### config.mk
export PLATFORM = sky130hd
export DESIGN_NAME = nal_alu
export DESIGN_NICKNAME = d
export VERILOG_FILES = /design/src/common/nal_pkg.sv /design/src/hdl/nal_dec_correct.sv /design/src/hdl/nal_alu.sv
export VERILOG_INCLUDE_DIRS = /design/src /design/src/common
export SDC_FILE = /design/constraint.sdc
export NUM_CORES = 1
export LEC_CHECK = 0
export ABC_AREA = 1
export BUFFER_PORTS_ARGS = -buffer_cell sky130_fd_sc_hd__buf_2
export CAP_MARGIN = 25
export CORE_MARGIN = 4
export CORE_UTILIZATION = 57
export CTS_BUF_LIST = sky130_fd_sc_hd__clkbuf_4 sky130_fd_sc_hd__clkbuf_8
export DETAILED_ROUTE_END_ITERATION = 8
export PLACE_DENSITY_LB_ADDON = 0.3
export SETUP_SLACK_MARGIN = 0.05
export SLEW_MARGIN = 20
export SYNTH_ARGS = -nofsm -noshare
export SYNTH_HDL_FRONTEND = slang
export SYNTH_SLANG_ARGS = --single-unit
### constraint.sdc
create_clock -name clk_i -period 8.7 [get_ports clk_i]
set_input_delay 0.435 -clock clk_i [delete_from_list [all_inputs] [get_ports clk_i]]
set_output_delay 0.435 -clock clk_i [all_outputs]
set_load 0.005 [all_outputs]
### src/common/nal_defs.svh
// Constants for the nibble ALU: register offsets, status word bit
// positions, reset values and the decimal correction tables.
// Assumes inclusion by bare name from any file that needs them.
`ifndef NAL_DEFS_SVH
`define NAL_DEFS_SVH

// ***************************************************************
// Register offsets (byte addresses, one aligned word each)
// ***************************************************************
`define NAL_OFS_PSW    4'h0
`define NAL_OFS_MODE   4'h4
`define NAL_OFS_STATUS 4'h8

// ***************************************************************
// Program status word bit positions
// ***************************************************************
`define NAL_PSW_INDEX_MOD_ENABLE 0
`define NAL_PSW_ZF               1
`define NAL_PSW_CARRY_BIT        2
`define NAL_PSW_SI               3

// ***************************************************************
// Reset values
// ***************************************************************
`define NAL_PSW_RST  4'h0
`define NAL_MODE_RST 1'b0

// ***************************************************************
// Decimal correction: highest valid digit, tables by binary value
// ***************************************************************
`define NAL_DEC_MAX 5'h09
`define NAL_DEC_ADD_TBL 128'hDCBADCFEDCFE98765432109876543210
`define NAL_DEC_SUB_TBL 128'h9876543210FEDCFEDCFEDC9876543210

`endif

### src/common/nal_pkg.sv
// Types shared by the nibble ALU modules: operations and states.
// Assumes nothing of its surroundings.
package nal_pkg;

  // Operations requested by the instruction sequencer
  typedef enum logic [3:0] {
    NAL_OP_ADD,
    NAL_OP_ADD_WITH_CARRY_IN,
    NAL_OP_SUB,
    NAL_OP_SUBTRACT_WITH_BORROW_IN,
    NAL_OP_OR,
    NAL_OP_AND,
    NAL_OP_XOR,
    NAL_OP_SKT,
    NAL_OP_SKF,
    NAL_OP_SKE,
    NAL_OP_SKNE,
    NAL_OP_SKGE,
    NAL_OP_SKLT,
    NAL_OP_ROTATE_RIGHT_THROUGH_CARRY
  } nal_op_type;

  // Sequencing of one operation
  typedef enum logic {
    NAL_ST_IDLE,
    NAL_ST_EXEC
  } nal_state_type;

endpackage

### src/hdl/nal_dec_correct.sv
// Decimal correction stage of the nibble ALU.
// Assumes a 5-bit binary sum or difference with carry/borrow on top.
`timescale 1ns/1ps
`default_nettype none
`include "nal_defs.svh"

module nal_dec_correct (
  input  wire logic [4:0] bin_i,
  input  wire logic       is_sub_i,
  output logic      [3:0] digit_o,
  output logic            carry_o
);

  // ***************************************************************
  // Table lookup
  // ***************************************************************
  localparam logic [127:0] ADD_TBL = `NAL_DEC_ADD_TBL;
  localparam logic [127:0] SUB_TBL = `NAL_DEC_SUB_TBL;

  logic [6:0] bit_idx;

  // Four bits per entry; out-of-range values land on 1010B or above
  assign bit_idx = {bin_i, 2'b00};
  assign digit_o = is_sub_i ? SUB_TBL[bit_idx +: 4]
                            : ADD_TBL[bit_idx +: 4];
  // Anything above nine, or any borrow, is a decimal carry
  assign carry_o = (bin_i > `NAL_DEC_MAX);

endmodule
`default_nettype wire

### src/hdl/nal_alu.sv
// Nibble ALU with status word flag logic and a Wishbone register file.
// Assumes the sequencer presents operands with a one-cycle request and
// writes the result to register file or data memory on wr_en_o.
//
// Contract
// - Latch operands into temporaries A and B first
// - Compute every result from temporaries A, B
// - Arithmetic, logic, rotate write back to destination
// - Judgements write nothing, output skip decision
// - Bit tests clear the store inhibit flag
// - Index enable modifies operand address by index
// - Add, add carry, sub, sub borrow supported
// - Binary mode stores result, carry on overflow
// - Binary zero flag follows zero result
// - Store inhibit suppresses write, carry still updates
// - Inhibit: zero keeps flag, nonzero clears it
// - Decimal stores result, carry above nine
// - Decimal result via binary then correction stage
// - Out of range decimal gives carry, big digit
// - Inhibit plus decimal: decimal flags, no write
// - Status word destination overwrites flags; for arithmetic only when not inhibited
// - OR, AND, XOR in both operand forms
// - Logic ignores modes; writes and keeps flags unless the status word is the destination
`timescale 1ns/1ps
`default_nettype none
`include "nal_defs.svh"

module nal_alu #(
  parameter int ADDR_W = 7
) (
  input  wire logic              clk_i,
  input  wire logic              rst_i,
  // Wishbone classic slave
  input  wire logic              wb_cyc_i,
  input  wire logic              wb_stb_i,
  input  wire logic              wb_we_i,
  input  wire logic [3:0]        wb_adr_i,
  input  wire logic [3:0]        wb_sel_i,
  input  wire logic [31:0]       wb_dat_i,
  output logic      [31:0]       wb_dat_o,
  output logic                   wb_ack_o,
  // Sequencer request
  input  wire logic              op_valid_i,
  input  wire nal_pkg::nal_op_type op_code_i,
  input  wire logic [3:0]        op_a_i,
  input  wire logic [3:0]        op_b_i,
  input  wire logic [ADDR_W-1:0] op_addr_i,
  input  wire logic [ADDR_W-1:0] index_reg_i,
  input  wire logic              dest_psw_i,
  // Answer
  output logic                   busy_o,
  output logic                   done_o,
  output logic      [3:0]        result_o,
  output logic                   wr_en_o,
  output logic      [ADDR_W-1:0] wr_addr_o,
  output logic                   skip_o,
  output logic      [3:0]        psw_o
);

  // ***************************************************************
  // Decoding helpers
  // ***************************************************************
  function automatic logic is_arith(input nal_pkg::nal_op_type op);
    return op inside {nal_pkg::NAL_OP_ADD,
                      nal_pkg::NAL_OP_ADD_WITH_CARRY_IN,
                      nal_pkg::NAL_OP_SUB,
                      nal_pkg::NAL_OP_SUBTRACT_WITH_BORROW_IN};
  endfunction

  function automatic logic is_logic(input nal_pkg::nal_op_type op);
    return op inside {nal_pkg::NAL_OP_OR, nal_pkg::NAL_OP_AND,
                      nal_pkg::NAL_OP_XOR};
  endfunction

  function automatic logic is_bit_test(input nal_pkg::nal_op_type op);
    return op inside {nal_pkg::NAL_OP_SKT, nal_pkg::NAL_OP_SKF};
  endfunction

  function automatic logic is_judge(input nal_pkg::nal_op_type op);
    return op inside {nal_pkg::NAL_OP_SKT, nal_pkg::NAL_OP_SKF,
                      nal_pkg::NAL_OP_SKE, nal_pkg::NAL_OP_SKNE,
                      nal_pkg::NAL_OP_SKGE, nal_pkg::NAL_OP_SKLT};
  endfunction

  // ***************************************************************
  // State and temporaries
  // ***************************************************************
  nal_pkg::nal_state_type state;
  nal_pkg::nal_op_type    op_reg;
  logic [3:0]             a_reg;
  logic [3:0]             b_reg;
  logic [ADDR_W-1:0]      addr_reg;
  logic                   dest_psw_reg;
  logic [3:0]             psw;
  logic                   decimal_mode;
  logic                   bus_req;
  logic                   take_op;
  logic                   exec;
  logic [ADDR_W-1:0]      next_addr;

  assign take_op = op_valid_i && (state == nal_pkg::NAL_ST_IDLE);
  assign exec    = (state == nal_pkg::NAL_ST_EXEC);
  assign busy_o  = exec;
  assign psw_o   = psw;

  // Operand address, modified by the index register when enabled
  assign next_addr = psw[`NAL_PSW_INDEX_MOD_ENABLE] ?
                     ADDR_W'(op_addr_i + index_reg_i) : op_addr_i;

  // Two-step sequence: latch, then execute; requests while busy dropped
  always_ff @(posedge clk_i) begin
    if (rst_i) begin
      state <= nal_pkg::NAL_ST_IDLE;
    end else begin
      unique case (state)
        nal_pkg::NAL_ST_IDLE: begin
          if (op_valid_i) begin
            state <= nal_pkg::NAL_ST_EXEC;
          end
        end
        nal_pkg::NAL_ST_EXEC: begin
          state <= nal_pkg::NAL_ST_IDLE;
        end
      endcase
    end
  end

  // Operand capture into temporaries A and B
  always_ff @(posedge clk_i) begin
    if (rst_i) begin
      op_reg       <= nal_pkg::NAL_OP_ADD;
      a_reg        <= 4'h0;
      b_reg        <= 4'h0;
      addr_reg     <= '0;
      dest_psw_reg <= 1'b0;
    end else if (take_op) begin
      op_reg       <= op_code_i;
      a_reg        <= op_a_i;
      b_reg        <= op_b_i;
      addr_reg     <= next_addr;
      dest_psw_reg <= dest_psw_i;
    end
  end

  // ***************************************************************
  // Datapath
  // ***************************************************************
  logic       store_inhibit;
  logic       carry_in;
  logic       op_sub;
  logic [4:0] bin5;
  logic [3:0] dec_digit;
  logic       dec_carry;
  logic [3:0] arith_nib;
  logic       arith_carry;
  logic [3:0] logic_nib;
  logic       judge_skip;
  logic       is_rotate;

  assign store_inhibit = psw[`NAL_PSW_SI];
  assign op_sub = (op_reg == nal_pkg::NAL_OP_SUB) ||
                  (op_reg == nal_pkg::NAL_OP_SUBTRACT_WITH_BORROW_IN);
  assign is_rotate = (op_reg == nal_pkg::NAL_OP_ROTATE_RIGHT_THROUGH_CARRY);
  // Carry flag as extra addend or subtrahend
  assign carry_in = ((op_reg == nal_pkg::NAL_OP_ADD_WITH_CARRY_IN) ||
                     (op_reg == nal_pkg::NAL_OP_SUBTRACT_WITH_BORROW_IN)) &&
                    psw[`NAL_PSW_CARRY_BIT];

  // Binary sum or difference; bit 4 is carry or borrow
  assign bin5 = op_sub ?
                5'({1'b0, a_reg} - {1'b0, b_reg} - {4'h0, carry_in}) :
                5'({1'b0, a_reg} + {1'b0, b_reg} + {4'h0, carry_in});

  // Correction follows the binary step
  nal_dec_correct u_dec (
    .bin_i    (bin5),
    .is_sub_i (op_sub),
    .digit_o  (dec_digit),
    .carry_o  (dec_carry)
  );

  // Mode select; decimal limit nine, binary limit the fifth bit
  assign arith_nib = decimal_mode ? dec_digit : bin5[3:0];
  assign arith_carry = decimal_mode ? dec_carry : bin5[4];

  // Bitwise operations ignore every mode flag
  always_comb begin
    unique case (op_reg)
      nal_pkg::NAL_OP_OR:  logic_nib = a_reg | b_reg;
      nal_pkg::NAL_OP_AND: logic_nib = a_reg & b_reg;
      default:             logic_nib = a_reg ^ b_reg;
    endcase
  end

  // Skip decision for bit tests and comparisons
  always_comb begin
    unique case (op_reg)
      nal_pkg::NAL_OP_SKT:  judge_skip = ((a_reg & b_reg) == b_reg);
      nal_pkg::NAL_OP_SKF:  judge_skip = ((a_reg & b_reg) == 4'h0);
      nal_pkg::NAL_OP_SKE:  judge_skip = (a_reg == b_reg);
      nal_pkg::NAL_OP_SKNE: judge_skip = (a_reg != b_reg);
      nal_pkg::NAL_OP_SKGE: judge_skip = (a_reg >= b_reg);
      nal_pkg::NAL_OP_SKLT: judge_skip = (a_reg < b_reg);
      default:              judge_skip = 1'b0;
    endcase
  end

  // ***************************************************************
  // Answer to the sequencer
  // ***************************************************************
  // Registered outputs, valid in the cycle that done_o is high
  always_ff @(posedge clk_i) begin
    if (rst_i) begin
      done_o    <= 1'b0;
      wr_en_o   <= 1'b0;
      result_o  <= 4'h0;
      wr_addr_o <= '0;
      skip_o    <= 1'b0;
    end else begin
      done_o  <= exec;
      wr_en_o <= 1'b0;
      skip_o  <= 1'b0;
      if (exec) begin
        wr_addr_o <= addr_reg;
        if (is_arith(op_reg)) begin
          result_o <= arith_nib;
          // Inhibit or status word destination: no external write
          wr_en_o  <= !store_inhibit && !dest_psw_reg;
        end else if (is_logic(op_reg)) begin
          result_o <= logic_nib;
          wr_en_o  <= !dest_psw_reg;
        end else if (is_rotate) begin
          result_o <= {psw[`NAL_PSW_CARRY_BIT], a_reg[3:1]};
          wr_en_o  <= !dest_psw_reg;
        end else begin
          skip_o   <= judge_skip;
        end
      end
    end
  end

  // ***************************************************************
  // Register file over Wishbone
  // ***************************************************************
  logic bus_wr;

  assign bus_req = wb_cyc_i && wb_stb_i;
  // Write lands on the edge where the master sees ack
  assign bus_wr  = bus_req && wb_we_i && wb_ack_o && wb_sel_i[0];

  // One wait state, then ack for one cycle
  always_ff @(posedge clk_i) begin
    if (rst_i) begin
      wb_ack_o <= 1'b0;
    end else begin
      wb_ack_o <= bus_req && !wb_ack_o;
    end
  end

  // Read mux; unmapped addresses read zero and are still acked
  always_ff @(posedge clk_i) begin
    if (rst_i) begin
      wb_dat_o <= 32'h0000_0000;
    end else if (bus_req && !wb_ack_o) begin
      unique case (wb_adr_i)
        `NAL_OFS_PSW:    wb_dat_o <= {28'h0000000, psw};
        `NAL_OFS_MODE:   wb_dat_o <= {31'h0, decimal_mode};
        `NAL_OFS_STATUS: wb_dat_o <= {26'h0, busy_o, skip_o,
                                      result_o};
        default:         wb_dat_o <= 32'h0000_0000;
      endcase
    end
  end

  // Decimal mode select, software only
  always_ff @(posedge clk_i) begin
    if (rst_i) begin
      decimal_mode <= `NAL_MODE_RST;
    end else if (bus_wr && (wb_adr_i == `NAL_OFS_MODE)) begin
      decimal_mode <= wb_dat_i[0];
    end
  end

  // ***************************************************************
  // Program status word
  // ***************************************************************
  logic       next_zero;
  logic       status_dest;

  // Under inhibit a zero keeps the old flag, so chained compares
  // accumulate equality across digits
  assign next_zero = store_inhibit ?
                     ((arith_nib == 4'h0) && psw[`NAL_PSW_ZF]) :
                     (arith_nib == 4'h0);
  assign status_dest = dest_psw_reg && !store_inhibit;

  // Hardware update wins over a bus write in the same cycle
  always_ff @(posedge clk_i) begin
    if (rst_i) begin
      psw <= `NAL_PSW_RST;
    end else if (exec && is_arith(op_reg)) begin
      if (status_dest) begin
        psw <= arith_nib;
      end else begin
        psw[`NAL_PSW_CARRY_BIT] <= arith_carry;
        psw[`NAL_PSW_ZF]        <= next_zero;
      end
    end else if (exec && is_bit_test(op_reg)) begin
      psw[`NAL_PSW_SI] <= 1'b0;
    end else if (exec && dest_psw_reg && !is_judge(op_reg)) begin
      // Logic and rotate into the status word store their value
      psw <= is_logic(op_reg) ? logic_nib :
             {psw[`NAL_PSW_CARRY_BIT], a_reg[3:1]};
    end else if (exec && is_rotate) begin
      psw[`NAL_PSW_CARRY_BIT] <= a_reg[0];
    end else if (bus_wr && (wb_adr_i == `NAL_OFS_PSW)) begin
      psw <= wb_dat_i[3:0];
    end
  end

  // ***************************************************************
  // Assertions
  // ***************************************************************
  a_latch_operands: assert property (@(posedge clk_i) disable iff (rst_i)
    take_op |=> (a_reg == $past(op_a_i)) && (b_reg == $past(op_b_i))
  ) else $error("Operands not latched");

  a_index_address: assert property (@(posedge clk_i) disable iff (rst_i)
    take_op && psw[`NAL_PSW_INDEX_MOD_ENABLE] |=>
      addr_reg == ADDR_W'($past(op_addr_i) + $past(index_reg_i))
  ) else $error("Index not applied");

  a_logic_result: assert property (@(posedge clk_i) disable iff (rst_i)
    exec && op_reg == nal_pkg::NAL_OP_AND |=>
      done_o && result_o == ($past(a_reg) & $past(b_reg))
  ) else $error("Wrong AND result");

  a_logic_writes: assert property (@(posedge clk_i) disable iff (rst_i)
    exec && is_logic(op_reg) && !dest_psw_reg |=>
      wr_en_o && $stable(psw[`NAL_PSW_CARRY_BIT]) &&
      $stable(psw[`NAL_PSW_ZF])
  ) else $error("Logic op wrote flags or skipped store");

  a_judge_no_write: assert property (@(posedge clk_i) disable iff (rst_i)
    exec && is_judge(op_reg) |=> !wr_en_o && skip_o == $past(judge_skip)
  ) else $error("Judgement wrote a value");

  a_bit_test_clear: assert property (@(posedge clk_i) disable iff (rst_i)
    exec && is_bit_test(op_reg) |=> !psw[`NAL_PSW_SI]
  ) else $error("Store inhibit not cleared");

  a_inhibit_store: assert property (@(posedge clk_i) disable iff (rst_i)
    exec && is_arith(op_reg) && store_inhibit |=>
      !wr_en_o && psw[`NAL_PSW_CARRY_BIT] == $past(arith_carry)
  ) else $error("Inhibited result stored");

  a_zero_keep: assert property (@(posedge clk_i) disable iff (rst_i)
    exec && is_arith(op_reg) && store_inhibit && arith_nib == 4'h0 |=>
      $stable(psw[`NAL_PSW_ZF])
  ) else $error("Zero flag changed on zero");

  a_binary_carry: assert property (@(posedge clk_i) disable iff (rst_i)
    exec && is_arith(op_reg) && !decimal_mode && !status_dest |=>
      psw[`NAL_PSW_CARRY_BIT] == $past(bin5[4]) &&
      psw[`NAL_PSW_ZF] == ($past(bin5[3:0]) == 4'h0 &&
        (!$past(store_inhibit) || $past(psw[`NAL_PSW_ZF])))
  ) else $error("Binary flags wrong");

  a_decimal_carry: assert property (@(posedge clk_i) disable iff (rst_i)
    exec && is_arith(op_reg) && decimal_mode && !status_dest |=>
      psw[`NAL_PSW_CARRY_BIT] == ($past(bin5) > `NAL_DEC_MAX)
  ) else $error("Decimal carry wrong");

  a_status_dest: assert property (@(posedge clk_i) disable iff (rst_i)
    exec && is_arith(op_reg) && status_dest |=>
      psw == $past(arith_nib) && !wr_en_o
  ) else $error("Status word not overwritten");

  a_done_pulse: assert property (@(posedge clk_i) disable iff (rst_i)
    take_op |=> busy_o ##1 (done_o && !busy_o) ##1 !done_o
  ) else $error("Done not one cycle after execute");

endmodule
`default_nettype wire

==> run summary, run 1 <==
SETUP PATH
--------------------------------------------------------------------------------
Gate family responsible for the most delay along the worst path ...  adder cells
Cell breakdown of the critical path ............................... inv_1, nor3_1, inv_1, fa_1, fa_1, nand2_1, o21ai_1, inv_1, ha_1, nand3_1, nand2_1, inv_1, nand2_1, nand3_2, nand2_1, nand2_1, nand3_1, nand2_1, a21oi_2
Standard cell with the maximum stage delay on the critical path ... sky130_fd_sc_hd__fa_1
Crit Path Category ................................................ flip-flop to flip-flop
Most used cell, CP ................................................ sky130_fd_sc_hd__nand2_1
Worst stage delay on the critical path ............................       520 ps
CP arrival ........................................................      3600 ps
CP Launch Type ....................................................    flip-flop
Worst path required time ..........................................      8890 ps
Worst-path maximum fanout .........................................            7
Buffering stage count on the worst path with inverters included ...            4
Nature of the critical path endpoint ..............................    flip-flop

PLACED DESIGN
--------------------------------------------------------------------------------
Dpl cell area ..................................................... 0.003910 mm^2
Worst slack at placement ..........................................      5313 ps
IO buf count ......................................................           67
Routability cong. .................................................       0.9442
Detail Placement HPWL .............................................     7.140 mm
Total placed cells including tap cells ............................          667

LOGIC SYNTHESIS
--------------------------------------------------------------------------------
Warning count from the yosys run ..................................            0
Fraction of registers with async set/reset ........................           0%
Seq cells post-synth ..............................................           47
Combined area of all synthesized cells ............................ 0.003628 mm^2
Top-area cell type share of the netlist area ......................       25.93%
Average cell area after synthesis .................................   6.757 um^2
Most common flop cell mapped by yosys ............................. sky130_fd_sc_hd__dfxtp_1
Cell variety after synth ..........................................           44
Number of enable-type register cells in the synthesized netlist ...            0
Top cells by area, synth .......................................... sky130_fd_sc_hd__dfxtp_1 26%, sky130_fd_sc_hd__nand2_1 13%, sky130_fd_sc_hd__ha_1 9.7%
Share of synthesized area occupied by flip-flops and latches ......       25.93%
Gate Count Post-Synth .............................................          537
Post-synthesis cell type with the largest combined area ........... sky130_fd_sc_hd__dfxtp_1

FINISH
--------------------------------------------------------------------------------
Most frequent cells in the layout ................................. 121 x sky130_fd_sc_hd__nand2_1, 70 x sky130_fd_sc_hd__inv_1, 67 x sky130_fd_sc_hd__buf_2
Post-layout utilization of the core ...............................       66.52%
Final instance area ............................................... 0.004031 mm^2
Most common library cell in the layout ignoring fill and taps ..... sky130_fd_sc_hd__nand2_1
Fraction of final layout cells sized beyond drive strength 1 ......       17.00%
Layout Area Growth over Synthesis .................................       11.10%
Final cell count without fillers ..................................          675
Ant diodes ........................................................            0
Layout Nets .......................................................          705

POWER AND IR DROP
--------------------------------------------------------------------------------
IR drop worst, VDD ................................................  0.0001108 V
Part of the total power dissipated in the clock network ...........        28.7%
Sequential Power Share ............................................        40.0%
Sw Share ..........................................................       35.15%
Total power consumption of the routed design ......................    0.5992 mW
Leakage Power .....................................................     2.072 nW
Net switching power ...............................................    0.2106 mW
Power per cell area ............................................... 148.6 mW/mm^2
Pint ..............................................................    0.3886 mW
Combinational fraction of design power ............................        31.2%

STA
--------------------------------------------------------------------------------
Worst-case clock skew .............................................     13.84 ps
Hold WS ...........................................................     403.4 ps
Number of max-slew violations in the final report .................            0
Final sum of negative setup slack .................................         0 ps
Final Hold Viols ..................................................            0
Setup repair after global routing missed its margin ...............        false
Maximum achievable frequency ......................................   0.2937 GHz
Slack of the critical path ........................................      5295 ps
Finish-stage setup viols ..........................................            0
Relative slew slack ...............................................       38.12%
Final period utilization ..........................................       39.13%
Worst Max-Slew Pin Slew ...........................................     925.9 ps
Post-layout minimum cycle time ....................................      3405 ps

FLOORPLAN
--------------------------------------------------------------------------------
I/O pin count .....................................................          125
Vert. Die Dim .....................................................     87.79 um
Die footprint ..................................................... 0.007706 mm^2
Die outline width .................................................     87.79 um
Starting utilization of the core area .............................       59.87%
Number of placement rows ..........................................           28
Placeable core area ............................................... 0.006061 mm^2

ROUTE
--------------------------------------------------------------------------------
Count of nets left with antenna violations after detail routing ...            0
Via-per-instance ratio ............................................        5.302
Drt drc ...........................................................            0
Initial DRT Pass Iterations .......................................            5
DR WL/cell ........................................................     13.17 um
Routed wire length ................................................     8.887 mm
DRC marker count from the first detailed-route iteration ..........          233
Via count .........................................................        3,579

RUN STATUS
--------------------------------------------------------------------------------
Status ............................................................    completed

CLOCK TREE
--------------------------------------------------------------------------------
CTS root buf ...................................................... sky130_fd_sc_hd__clkbuf_8
TritonCTS clock tree ..............................................          yes
Sink Count ........................................................           47
Post-CTS setup buffers ............................................            0
Number of gates resized after CTS .................................            0
H-tree depth ......................................................            2
CTS Hold Bufs .....................................................            0
Clock latency at the later pin of the worst-skew pair .............       300 ps
Maximum clock path buffer count ...................................            2
Clock buffer count from CTS .......................................            5
Clock transition at path regs .....................................        90 ps

GLOBAL ROUTING
--------------------------------------------------------------------------------
Sum of overflow across all layers after global routing ............            0
Largest net degree at the start of global routing .................           36
Via count of the first global-routing pass ........................        3,224
GRT Util Overall ..................................................       23.53%
Global-route wire length before repair ............................     14.67 mm
Number of antenna violations at the first check in global routing .            0

WORST HOLD PATH
--------------------------------------------------------------------------------
Classification of the worst-slack hold path ....................... primary input to flip-flop

FLOW RUN
--------------------------------------------------------------------------------
Number of maximum-capacitance violations ..........................            0

-- cell type report --
cell class	instances	area, um^2
well taps	75	93.84
clock inverters	2	38.79
clock buffers	6	82.58
inverters	76	285.3
fillers	583	2029
flip-flops and latches	47	940.9
repair buffers	67	335.3
multi-input cells	402	2255
-- cells in the mapped netlist (2+ instances only) --
master                      instances
sky130_fd_sc_hd__inv_2              6
sky130_fd_sc_hd__nand2_2            5
sky130_fd_sc_hd__nand4_1            2
sky130_fd_sc_hd__nand2_1          121
sky130_fd_sc_hd__nor2_4             2
sky130_fd_sc_hd__or2_2              3
sky130_fd_sc_hd__a21oi_2            3
sky130_fd_sc_hd__nand3_1           39
sky130_fd_sc_hd__o211ai_1          10
sky130_fd_sc_hd__buf_4             27
sky130_fd_sc_hd__inv_1             70
sky130_fd_sc_hd__nor2_1            31
sky130_fd_sc_hd__clkbuf_1           9
sky130_fd_sc_hd__xor2_1             2
sky130_fd_sc_hd__nand2_4            4
sky130_fd_sc_hd__o21ai_0           46
sky130_fd_sc_hd__a21oi_1           37
sky130_fd_sc_hd__fa_1               5
sky130_fd_sc_hd__o21ai_1            5
sky130_fd_sc_hd__nor3_1             9
sky130_fd_sc_hd__ha_1              28
sky130_fd_sc_hd__a221oi_1           3
sky130_fd_sc_hd__o2111ai_1          2
sky130_fd_sc_hd__a31oi_1            2
sky130_fd_sc_hd__dfxtp_1           47
-- kinds of logic (layout without fill, tap and decap cells) --
logic type / count (synthesis) / after routing / share of synthesized area, %
buf+inv: 113 / 151 / 14.52
xor+xnor: 3 / 3 / 0.7243
flops: 47 / 47 / 25.93
compound gates: 119 / 119 / 19.00
fa+ha+maj: 33 / 33 / 12.41
simple gates: 221 / 221 / 27.31
other cells: 1 / 26 / 0.1033
-- power by group through the flow --
stage | Sequential (mW) | Clock, mW | Combinational [mW]
after floorplan | 0.242 | 0 | 0.147
after global placement | 0.244 | 0 | 0.180
after detailed placement | 0.245 | 0 | 0.185
after CTS | 0.240 | 0.175 | 0.186
after global routing | 0.242 | 0.183 | 0.214
final | 0.240 | 0.172 | 0.187
-- tightest hold or removal path: stages --
cell,delay (ps)
sky130_fd_sc_hd__buf_2,70
sky130_fd_sc_hd__o21ai_0,70
sky130_fd_sc_hd__a21oi_1,100
-- final timing paths --
kind,from,endpoint,slack (ps),cells after the start
worst min register to register,addr_reg[5]$_SDFFE_PP0P_,wr_addr_o[5]$_SDFFE_PP0P_,460,2
worst min-delay path,op_b_i[2],b_reg[2]$_SDFFE_PP0P_,400,3
worst max register to register,op_reg[0]$_SDFFE_PP0P_,result_o[2]$_SDFFE_PP0P_,5300,19
worst max-delay path,op_reg[0]$_SDFFE_PP0P_,result_o[2]$_SDFFE_PP0P_,5300,19
-- layer usage --
layer | track usage, % | up-vias | part of all wire [%]
met5 | 0 | - | 0
met4 | 4.881 | 0 | 0.79
met3 | 3.857 | 6 | 7.5
met2 | 39.11 | 133 | 45
met1 | 32.28 | 1608 | 47
li1 | - | 1832 | -
(Power assumes the default switching activity.)
==> run 2: changes to the inputs <==
- ABC_AREA: 1 -> 0
- CORE_UTILIZATION: 57 -> 52
- clock period: 8.7 -> 3.45 ns (I/O delays scaled with it)
==> run 2 against run 1 <==
Net effect: first-iteration DRC count up 11%; total power up 140%; synthesized area down 0.31%; critical path depth down 5; non-clock buffer count up 13; routed wire length down 2.9%; register-to-register slack worse by 5100 ps; setup slack worse by 5100 ps; sequential share of layout area down 0.41 points; sequential power up 150%; hold slack worse by 300 ps; synthesized cell count down 14%.
==> run summary, run 2 <==
RUN STATUS
--------------------------------------------------------------------------------
Status ............................................................    completed

LOGIC SYNTHESIS
--------------------------------------------------------------------------------
Fraction of registers with async set/reset ........................           0%   unchanged
Most common flop cell mapped by yosys ............................. sky130_fd_sc_hd__dfxtp_1
Gate Count Post-Synth .............................................          464   -14%
Combined area of all synthesized cells ............................ 0.003617 mm^2   -0.31%
Number of enable-type register cells in the synthesized netlist ...            0   unchanged
Top cells by area, synth .......................................... sky130_fd_sc_hd__dfxtp_1 26%, sky130_fd_sc_hd__ha_1 9.7%, sky130_fd_sc_hd__a21oi_1 5.7%
Share of synthesized area occupied by flip-flops and latches ......       26.01%   +0.081 points
Warning count from the yosys run ..................................            0   unchanged
Most numerous cell in the Yosys netlist ........................... sky130_fd_sc_hd__nand2_1
Average cell area after synthesis .................................   7.796 um^2   +15%
Most numerous cell types in the synthesized netlist ............... 49 x sky130_fd_sc_hd__nand2_1, 47 x sky130_fd_sc_hd__dfxtp_1, 43 x sky130_fd_sc_hd__nor2_1, 41 x sky130_fd_sc_hd__a21oi_1, 32 x sky130_fd_sc_hd__inv_1
Seq cells post-synth ..............................................           47   unchanged
Post-synthesis cell type with the largest combined area ........... sky130_fd_sc_hd__dfxtp_1
Cell variety after synth ..........................................           65   +48%
Top-area cell type share of the netlist area ......................       26.01%   +0.081 points

PLACED DESIGN
--------------------------------------------------------------------------------
IO buf count ......................................................           67   unchanged
Routability cong. .................................................       0.9439   about the same
Detail Placement HPWL .............................................     6.824 mm   -4.4%
Worst slack at placement ..........................................     110.8 ps   -5203 ps
Dpl cell area ..................................................... 0.003961 mm^2   +1.3%

GLOBAL ROUTING
--------------------------------------------------------------------------------
Largest net degree at the start of global routing .................           46   +28%
Number of antenna violations at the first check in global routing .            0   unchanged
Sum of overflow across all layers after global routing ............            0   unchanged
GRT Util Overall ..................................................       20.37%   -3.2 points
Via count of the first global-routing pass ........................        3,179   -1.4%
Global-route wire length before repair ............................     14.37 mm   -2.1%

SETUP PATH
--------------------------------------------------------------------------------
CP arrival ........................................................      3440 ps   -160 ps
Worst stage delay on the critical path ............................       580 ps   +60 ps
CP Launch Type ....................................................    flip-flop
Worst path required time ..........................................      3680 ps   -5210 ps
Cell breakdown of the critical path ............................... nor2_4, nand3_2, fa_2, fa_1, a21oi_2, inv_2, ha_4, inv_1, nor3_1, a221o_1, a2bb2oi_1, a211o_1, a2111o_1, a21oi_1
Crit Path Category ................................................ flip-flop to flip-flop
Worst-path maximum fanout .........................................            4   -3
Standard cell with the maximum stage delay on the critical path ... sky130_fd_sc_hd__fa_1
Nature of the critical path endpoint ..............................    flip-flop

CLOCK TREE
--------------------------------------------------------------------------------
Maximum clock path buffer count ...................................            2   unchanged
Sink Count ........................................................           47   unchanged
Clock latency at the later pin of the worst-skew pair .............       290 ps   about the same
Clock transition at path regs .....................................        90 ps   about the same
H-tree depth ......................................................            2   unchanged
CTS root buf ...................................................... sky130_fd_sc_hd__clkbuf_8
TritonCTS clock tree ..............................................          yes
CTS Hold Bufs .....................................................            0   unchanged
Clock buffer count from CTS .......................................            5   unchanged

POWER AND IR DROP
--------------------------------------------------------------------------------
Sequential Power Share ............................................        41.9%   +1.9 points
Combinational fraction of design power ............................        27.6%   -3.6 points
Leakage Power .....................................................     1.857 nW   -10%
Pint ..............................................................    0.9747 mW   +150%
Sw Share ..........................................................       31.54%   -3.6 points
Power per cell area ............................................... 346.1 mW/mm^2   +130%
IR drop worst, VDD ................................................  0.0002149 V   +94%
Total power consumption of the routed design ......................     1.424 mW   +140%
Part of the total power dissipated in the clock network ...........        30.5%   +1.8 points
Net switching power ...............................................    0.4492 mW   +110%

STA
--------------------------------------------------------------------------------
Final sum of negative setup slack .................................         0 ps   unchanged
Hold WS ...........................................................     107.2 ps   -296.2 ps
Post-layout minimum cycle time ....................................      3210 ps   -194.8 ps
Number of max-slew violations in the final report .................            0   unchanged
Final Hold Viols ..................................................            0   unchanged
Finish-stage setup viols ..........................................            0   unchanged
Relative slew slack ...............................................       45.52%   +7.4 points
Maximum achievable frequency ......................................   0.3115 GHz   +6.1%
Worst Max-Slew Pin Slew ...........................................     815.5 ps   -110.4 ps
Slack of the critical path ........................................     240.2 ps   -5055 ps
Setup repair after global routing missed its margin ...............        false
Worst-case clock skew .............................................     3.154 ps   -10.69 ps
Final period utilization ..........................................       93.04%   +54 points

FINISH
--------------------------------------------------------------------------------
Layout Area Growth over Synthesis .................................       13.73%
Ant diodes ........................................................            0   unchanged
Layout Nets .......................................................          633   -10%
Final instance area ............................................... 0.004114 mm^2   +2.0%
Most frequent cells in the layout ................................. 67 x sky130_fd_sc_hd__buf_2, 49 x sky130_fd_sc_hd__nand2_1, 45 x sky130_fd_sc_hd__dfxtp_1
Fraction of final layout cells sized beyond drive strength 1 ......       20.27%   +3.3 points
Most common library cell in the layout ignoring fill and taps ..... sky130_fd_sc_hd__buf_2

WORST HOLD PATH
--------------------------------------------------------------------------------
Classification of the worst-slack hold path ....................... primary input to flip-flop

FLOORPLAN
--------------------------------------------------------------------------------
Die outline width .................................................     91.41 um   +4.1%
Die footprint ..................................................... 0.008355 mm^2   +8.4%
Starting utilization of the core area .............................       53.24%   -6.6 points
Placeable core area ............................................... 0.006794 mm^2   +12%
Vert. Die Dim .....................................................     91.41 um   +4.1%
Number of placement rows ..........................................           30   +7.1%
I/O pin count .....................................................          125   unchanged

ROUTE
--------------------------------------------------------------------------------
DRC marker count from the first detailed-route iteration ..........          258   +11%
DR WL/cell ........................................................     13.83 um   +5.1%
Initial DRT Pass Iterations .......................................            7   +2
Via count .........................................................        3,434   -4.1%
Count of nets left with antenna violations after detail routing ...            0   unchanged
Via-per-instance ratio ............................................        5.503   +3.8%
Routed wire length ................................................     8.632 mm   -2.9%
Drt drc ...........................................................            0   unchanged

FLOW RUN
--------------------------------------------------------------------------------
Number of maximum-capacitance violations ..........................            0   unchanged

-- run 2: changes by cell type after synthesis, moves of 7 or more --
cell and delta:
sky130_fd_sc_hd__or3_1 +7, sky130_fd_sc_hd__mux2i_1 +18, sky130_fd_sc_hd__nand2_1 -72, sky130_fd_sc_hd__clkbuf_1 +8, sky130_fd_sc_hd__o21ai_0 -26, sky130_fd_sc_hd__a211oi_1 +8, sky130_fd_sc_hd__inv_1 -38, sky130_fd_sc_hd__o211ai_1 -8
sky130_fd_sc_hd__nand3_1 -33, sky130_fd_sc_hd__nor2_1 +12
-- run 2: layout make-up --
cell class / count / area (um^2)
fillers: 620 / 2680
multi-input cells: 359 / 2371
flip-flops and latches: 47 / 943.4
repair buffers: 80 / 430.4
inverters: 34 / 127.6
well taps: 96 / 120.1
clock buffers: 6 / 82.58
clock inverters: 2 / 38.79
-- run 2: power groups by stage --
| stage | Sequential [mW] | Clock, mW | Combinational, mW |
|---|---|---|---|
| CTS | 0.596 | 0.441 | 0.383 |
| finish | 0.596 | 0.435 | 0.393 |
| detailed placement | 0.609 | 0 | 0.381 |
| global route | 0.601 | 0.461 | 0.439 |
| floorplan | 0.604 | 0 | 0.299 |
| global placement | 0.608 | 0 | 0.371 |
-- run 2: critical path, delay by kind of cell, from the launching register on --
| family | cells | cell delay (ps) |
|---|---|---|
| buffers and inverters | 2 | 130 |
| DFF | 1 | 340 |
| adders and majority gates | 3 | 1110 |
| and+or+nand+nor | 3 | 420 |
| AOI/OAI and AO/OA | 6 | 1120 |
-- run 2: per-stage QoR --
stage / std cells / util [%]
after floorplan: 489 / -
after global placement: 614 / 58.31
after detailed placement: 614 / 58.31
after CTS: 622 / 60.09
after global routing: 624 / 60.55
final: 624 / 60.55
-- run 2: logic make-up (layout without fill, tap and decap cells) --
family	count (synthesis)	in the layout	share of synthesized area, %
multiplexers	20	20	5.603
XOR/XNOR	5	5	1.211
adder cells (fa/ha/maj)	33	33	12.45
AO/OA/AOI/OAI	122	122	22.45
other	1	26	0.1037
AND/OR/NAND/NOR	153	153	20.20
buffers and inverters	83	122	11.97
flip-flops	47	47	26.01
-- run 2: repair_timing --
| action | in CTS | in global routing |
|---|---|---|
| setup endpoints to repair | 0 | 3 |
| gates resized for setup | 0 | 5 |
| buffers inserted | 0 | 1 |
-- run 2: final timing paths --
path | depth (start not counted) | to | start | slack, ps
hold / removal | 3 | a_reg[3]$_SDFFE_PP0P_ | op_a_i[3] | 110
setup reg to reg | 14 | psw_o[1]$_SDFFE_PP0P_ | op_reg[2]$_SDFFE_PP0P_ | 240
hold reg to reg | 2 | wb_dat_o[0]$_SDFFE_PP0P_ | wb_dat_o[0]$_SDFFE_PP0P_ | 460
setup / recovery | 14 | psw_o[1]$_SDFFE_PP0P_ | op_reg[2]$_SDFFE_PP0P_ | 240
-- run 2: layer usage --
metal	vias up	share of wire [%]	GRT usage [%]
met4	0	1.4	5.653
met3	12	6.3	3.563
met5	-	0	0
met2	129	47	34.39
met1	1582	45	26.57
li1	1711	-	-
==> run 3: changes to the inputs <==
- CORE_UTILIZATION: 52 -> 56
- clock period: 3.45 -> 4 ns (I/O delays scaled with it)
==> run 3 against run 2 <==
Net effect: hold slack better by 18 ps; core utilization rose by 2.3 points; routed wire length down 0.34%; sequential share of layout area grew 0.78 points; sequential power fell by 13%; register-to-register slack gained 120 ps; critical endpoint unchanged; largest cell class unchanged.
==> run summary, run 3 (synthesis results as in run 2) <==
FINISH
--------------------------------------------------------------------------------
Filler Cell Count .................................................          592   -4.5%
Layout Area Growth over Synthesis .................................       9.720%
Area of the multi-input gates ..................................... 0.002340 mm^2   -1.3%
Final instance area ............................................... 0.003969 mm^2   -3.5%
Ant diodes ........................................................            0   unchanged
Register area .....................................................   940.9 um^2   -0.27%
Final cell count without fillers ..................................          596   -4.5%
Fraction of final layout cells sized beyond drive strength 1 ......       17.53%   -2.7 points
Most common library cell in the layout ignoring fill and taps ..... sky130_fd_sc_hd__buf_2
Layout Nets .......................................................          625   -1.3%
Most frequent cells in the layout ................................. 67 x sky130_fd_sc_hd__buf_2, 49 x sky130_fd_sc_hd__nand2_1, 47 x sky130_fd_sc_hd__dfxtp_1

ROUTE
--------------------------------------------------------------------------------
DR WL/cell ........................................................     14.43 um   +4.3%
Initial DRT Pass Iterations .......................................            5   -2
Via count .........................................................        3,410   -0.70%
Count of nets left with antenna violations after detail routing ...            0   unchanged
Drt drc ...........................................................            0   unchanged
Routed wire length ................................................     8.603 mm   -0.34%
DRC marker count from the first detailed-route iteration ..........          153   -41%
Via-per-instance ratio ............................................        5.721   +4.0%

CLOCK TREE
--------------------------------------------------------------------------------
Post-CTS setup buffers ............................................            0   unchanged
Clock transition at path regs .....................................        90 ps   about the same
Sink Count ........................................................           47   unchanged
H-tree depth ......................................................            2   unchanged
Clock buffer count from CTS .......................................            5   unchanged
Clock latency at the later pin of the worst-skew pair .............       300 ps   about the same
CTS Hold Bufs .....................................................            0   unchanged
CTS root buf ...................................................... sky130_fd_sc_hd__clkbuf_8
Number of gates resized after CTS .................................            0   unchanged
Maximum clock path buffer count ...................................            2   unchanged
TritonCTS clock tree ..............................................          yes

POWER AND IR DROP
--------------------------------------------------------------------------------
Total power consumption of the routed design ......................     1.145 mW   -20%
Leakage Power .....................................................     1.801 nW   -3.0%
IR drop worst, VDD ................................................  0.0002182 V   +1.5%
Power per cell area ............................................... 288.4 mW/mm^2   -17%

GLOBAL ROUTING
--------------------------------------------------------------------------------
Via count of the first global-routing pass ........................        2,990   -5.9%
Sum of overflow across all layers after global routing ............            0   unchanged
Number of antenna violations at the first check in global routing .            0   unchanged
GRT Util Overall ..................................................       21.25%   +0.88 points
Global-route wire length before repair ............................     13.32 mm   -7.3%
Largest net degree at the start of global routing .................           46   unchanged

SETUP PATH
--------------------------------------------------------------------------------
Reg2reg start ..................................................... op_reg[3]$_SDFFE_PP0P_
Nature of the critical path endpoint ..............................    flip-flop
Startpoint of the most critical setup path ........................ op_reg[3]$_SDFFE_PP0P_
Worst-path maximum fanout .........................................            5   +1
Endpoint of the worst setup timing path ........................... psw_o[1]$_SDFFE_PP0P_
CP arrival ........................................................      3880 ps   +440 ps
Worst reg-to-reg setup slack ......................................       360 ps   +120 ps
CP Launch Type ....................................................    flip-flop
Worst path required time ..........................................      4240 ps   +560 ps
Crit Path Category ................................................ flip-flop to flip-flop
Endpoint of the most critical register-to-register path ........... psw_o[1]$_SDFFE_PP0P_
Worst Reg-to-Reg Cells ............................................           14   unchanged

STA
--------------------------------------------------------------------------------
Worst Max-Slew Pin Slew ...........................................     927.8 ps   +112.3 ps
Maximum achievable frequency ......................................   0.2749 GHz   -12%
Post-layout minimum cycle time ....................................      3638 ps   +428.5 ps
Final period utilization ..........................................       90.96%   -2.1 points
Setup repair after global routing missed its margin ...............        false
Worst-case clock skew .............................................     6.512 ps   +3.358 ps
Relative slew slack ...............................................       38.02%   -7.5 points
Final Hold Viols ..................................................            0   unchanged
Finish-stage setup viols ..........................................            0   unchanged
Hold WS ...........................................................     124.9 ps   +17.73 ps
Final sum of negative setup slack .................................         0 ps   unchanged
Number of max-slew violations in the final report .................            0   unchanged

PLACED DESIGN
--------------------------------------------------------------------------------
Detail Placement HPWL .............................................     6.735 mm   -1.3%
Dpl cell area ..................................................... 0.003875 mm^2   -2.2%
Routability cong. .................................................       0.8766   -7.1%
IO buf count ......................................................           67   unchanged
Total placed cells including tap cells ............................          589   -4.1%

FLOORPLAN
--------------------------------------------------------------------------------
Vert. Die Dim .....................................................     88.37 um   -3.3%
Die outline width .................................................     88.37 um   -3.3%
Starting utilization of the core area .............................       57.29%   +4.1 points
I/O pin count .....................................................          125   unchanged
Placeable core area ............................................... 0.006314 mm^2   -7.1%
Die footprint ..................................................... 0.007809 mm^2   -6.5%
Number of placement rows ..........................................           29   -3.3%

RUN STATUS
--------------------------------------------------------------------------------
Status ............................................................    completed

WORST HOLD PATH
--------------------------------------------------------------------------------
Classification of the worst-slack hold path ....................... primary input to flip-flop

FLOW RUN
--------------------------------------------------------------------------------
Number of maximum-capacitance violations ..........................            0   unchanged

run 3: metrics by stage:
step	util (%)	worst slack, ps
global route	62.86	157.0
CTS	62.82	283.9
finish	62.86	361.7
detailed placement	61.38	297.5
floorplan	-	472.0
global placement	61.38	437.0
run 3: how the worst min path moves through the flow:
| stage | startpoint | to | cells after the start |
|---|---|---|---|
| 2_1_floorplan | op_a_i[0] | a_reg[0]$_SDFFE_PP0P_ | 2 |
| 3_3_place_gp | wb_dat_o[5]$_SDFFE_PP0P_ | wb_dat_o[5]$_SDFFE_PP0P_ | 2 |
| 3_5_place_dp | op_code_i[2] | op_reg[2]$_SDFFE_PP0P_ | 3 |
| 4_1_cts | op_code_i[2] | op_reg[2]$_SDFFE_PP0P_ | 3 |
| 5_1_grt | op_a_i[3] | a_reg[3]$_SDFFE_PP0P_ | 3 |
| 6_report | op_a_i[1] | a_reg[1]$_SDFFE_PP0P_ | 3 |
run 3: layout make-up:
class | instances | share of cell area, %
Multi-Input combinational cell | 359 | 58.95
Sequential cell | 47 | 23.71
Clock inverter | 1 | 0.2207
Clock buffer | 6 | 2.081
Inverter | 34 | 3.216
Timing Repair Buffer | 72 | 9.395
Tap cell | 77 | 2.427
run 3: power breakdown:
part / leakage [nW] / internal (mW) / switching, mW
registers: 0.385 / 0.492 / 0.0253
logic: 1.37 / 0.132 / 0.188
clock network: 0.0477 / 0.139 / 0.168
run 3: worst max-delay path: stages (launching register included):
cell                        delay, ps
sky130_fd_sc_hd__dfxtp_1          330
sky130_fd_sc_hd__nor2_2           240
sky130_fd_sc_hd__nand3_1          180
sky130_fd_sc_hd__fa_1             430
sky130_fd_sc_hd__fa_1             610
sky130_fd_sc_hd__a21oi_2          120
sky130_fd_sc_hd__inv_2            110
sky130_fd_sc_hd__ha_1             220
sky130_fd_sc_hd__inv_1             60
sky130_fd_sc_hd__nor3_1           200
sky130_fd_sc_hd__a221o_1          160
sky130_fd_sc_hd__a2bb2oi_1         70
sky130_fd_sc_hd__a211o_1          320
sky130_fd_sc_hd__a2111o_1         410
sky130_fd_sc_hd__a21oi_1          130
run 3: metal layers:
metal  vias to the layer above  routed length, um  global-route usage (%)
li1                       1684                  -                       -
met1                      1590               3781                   27.86
met2                       124               4142                   35.42
met3                        12                561                   4.004
met4                         0                117                   6.593
met5                         -                  0                       0
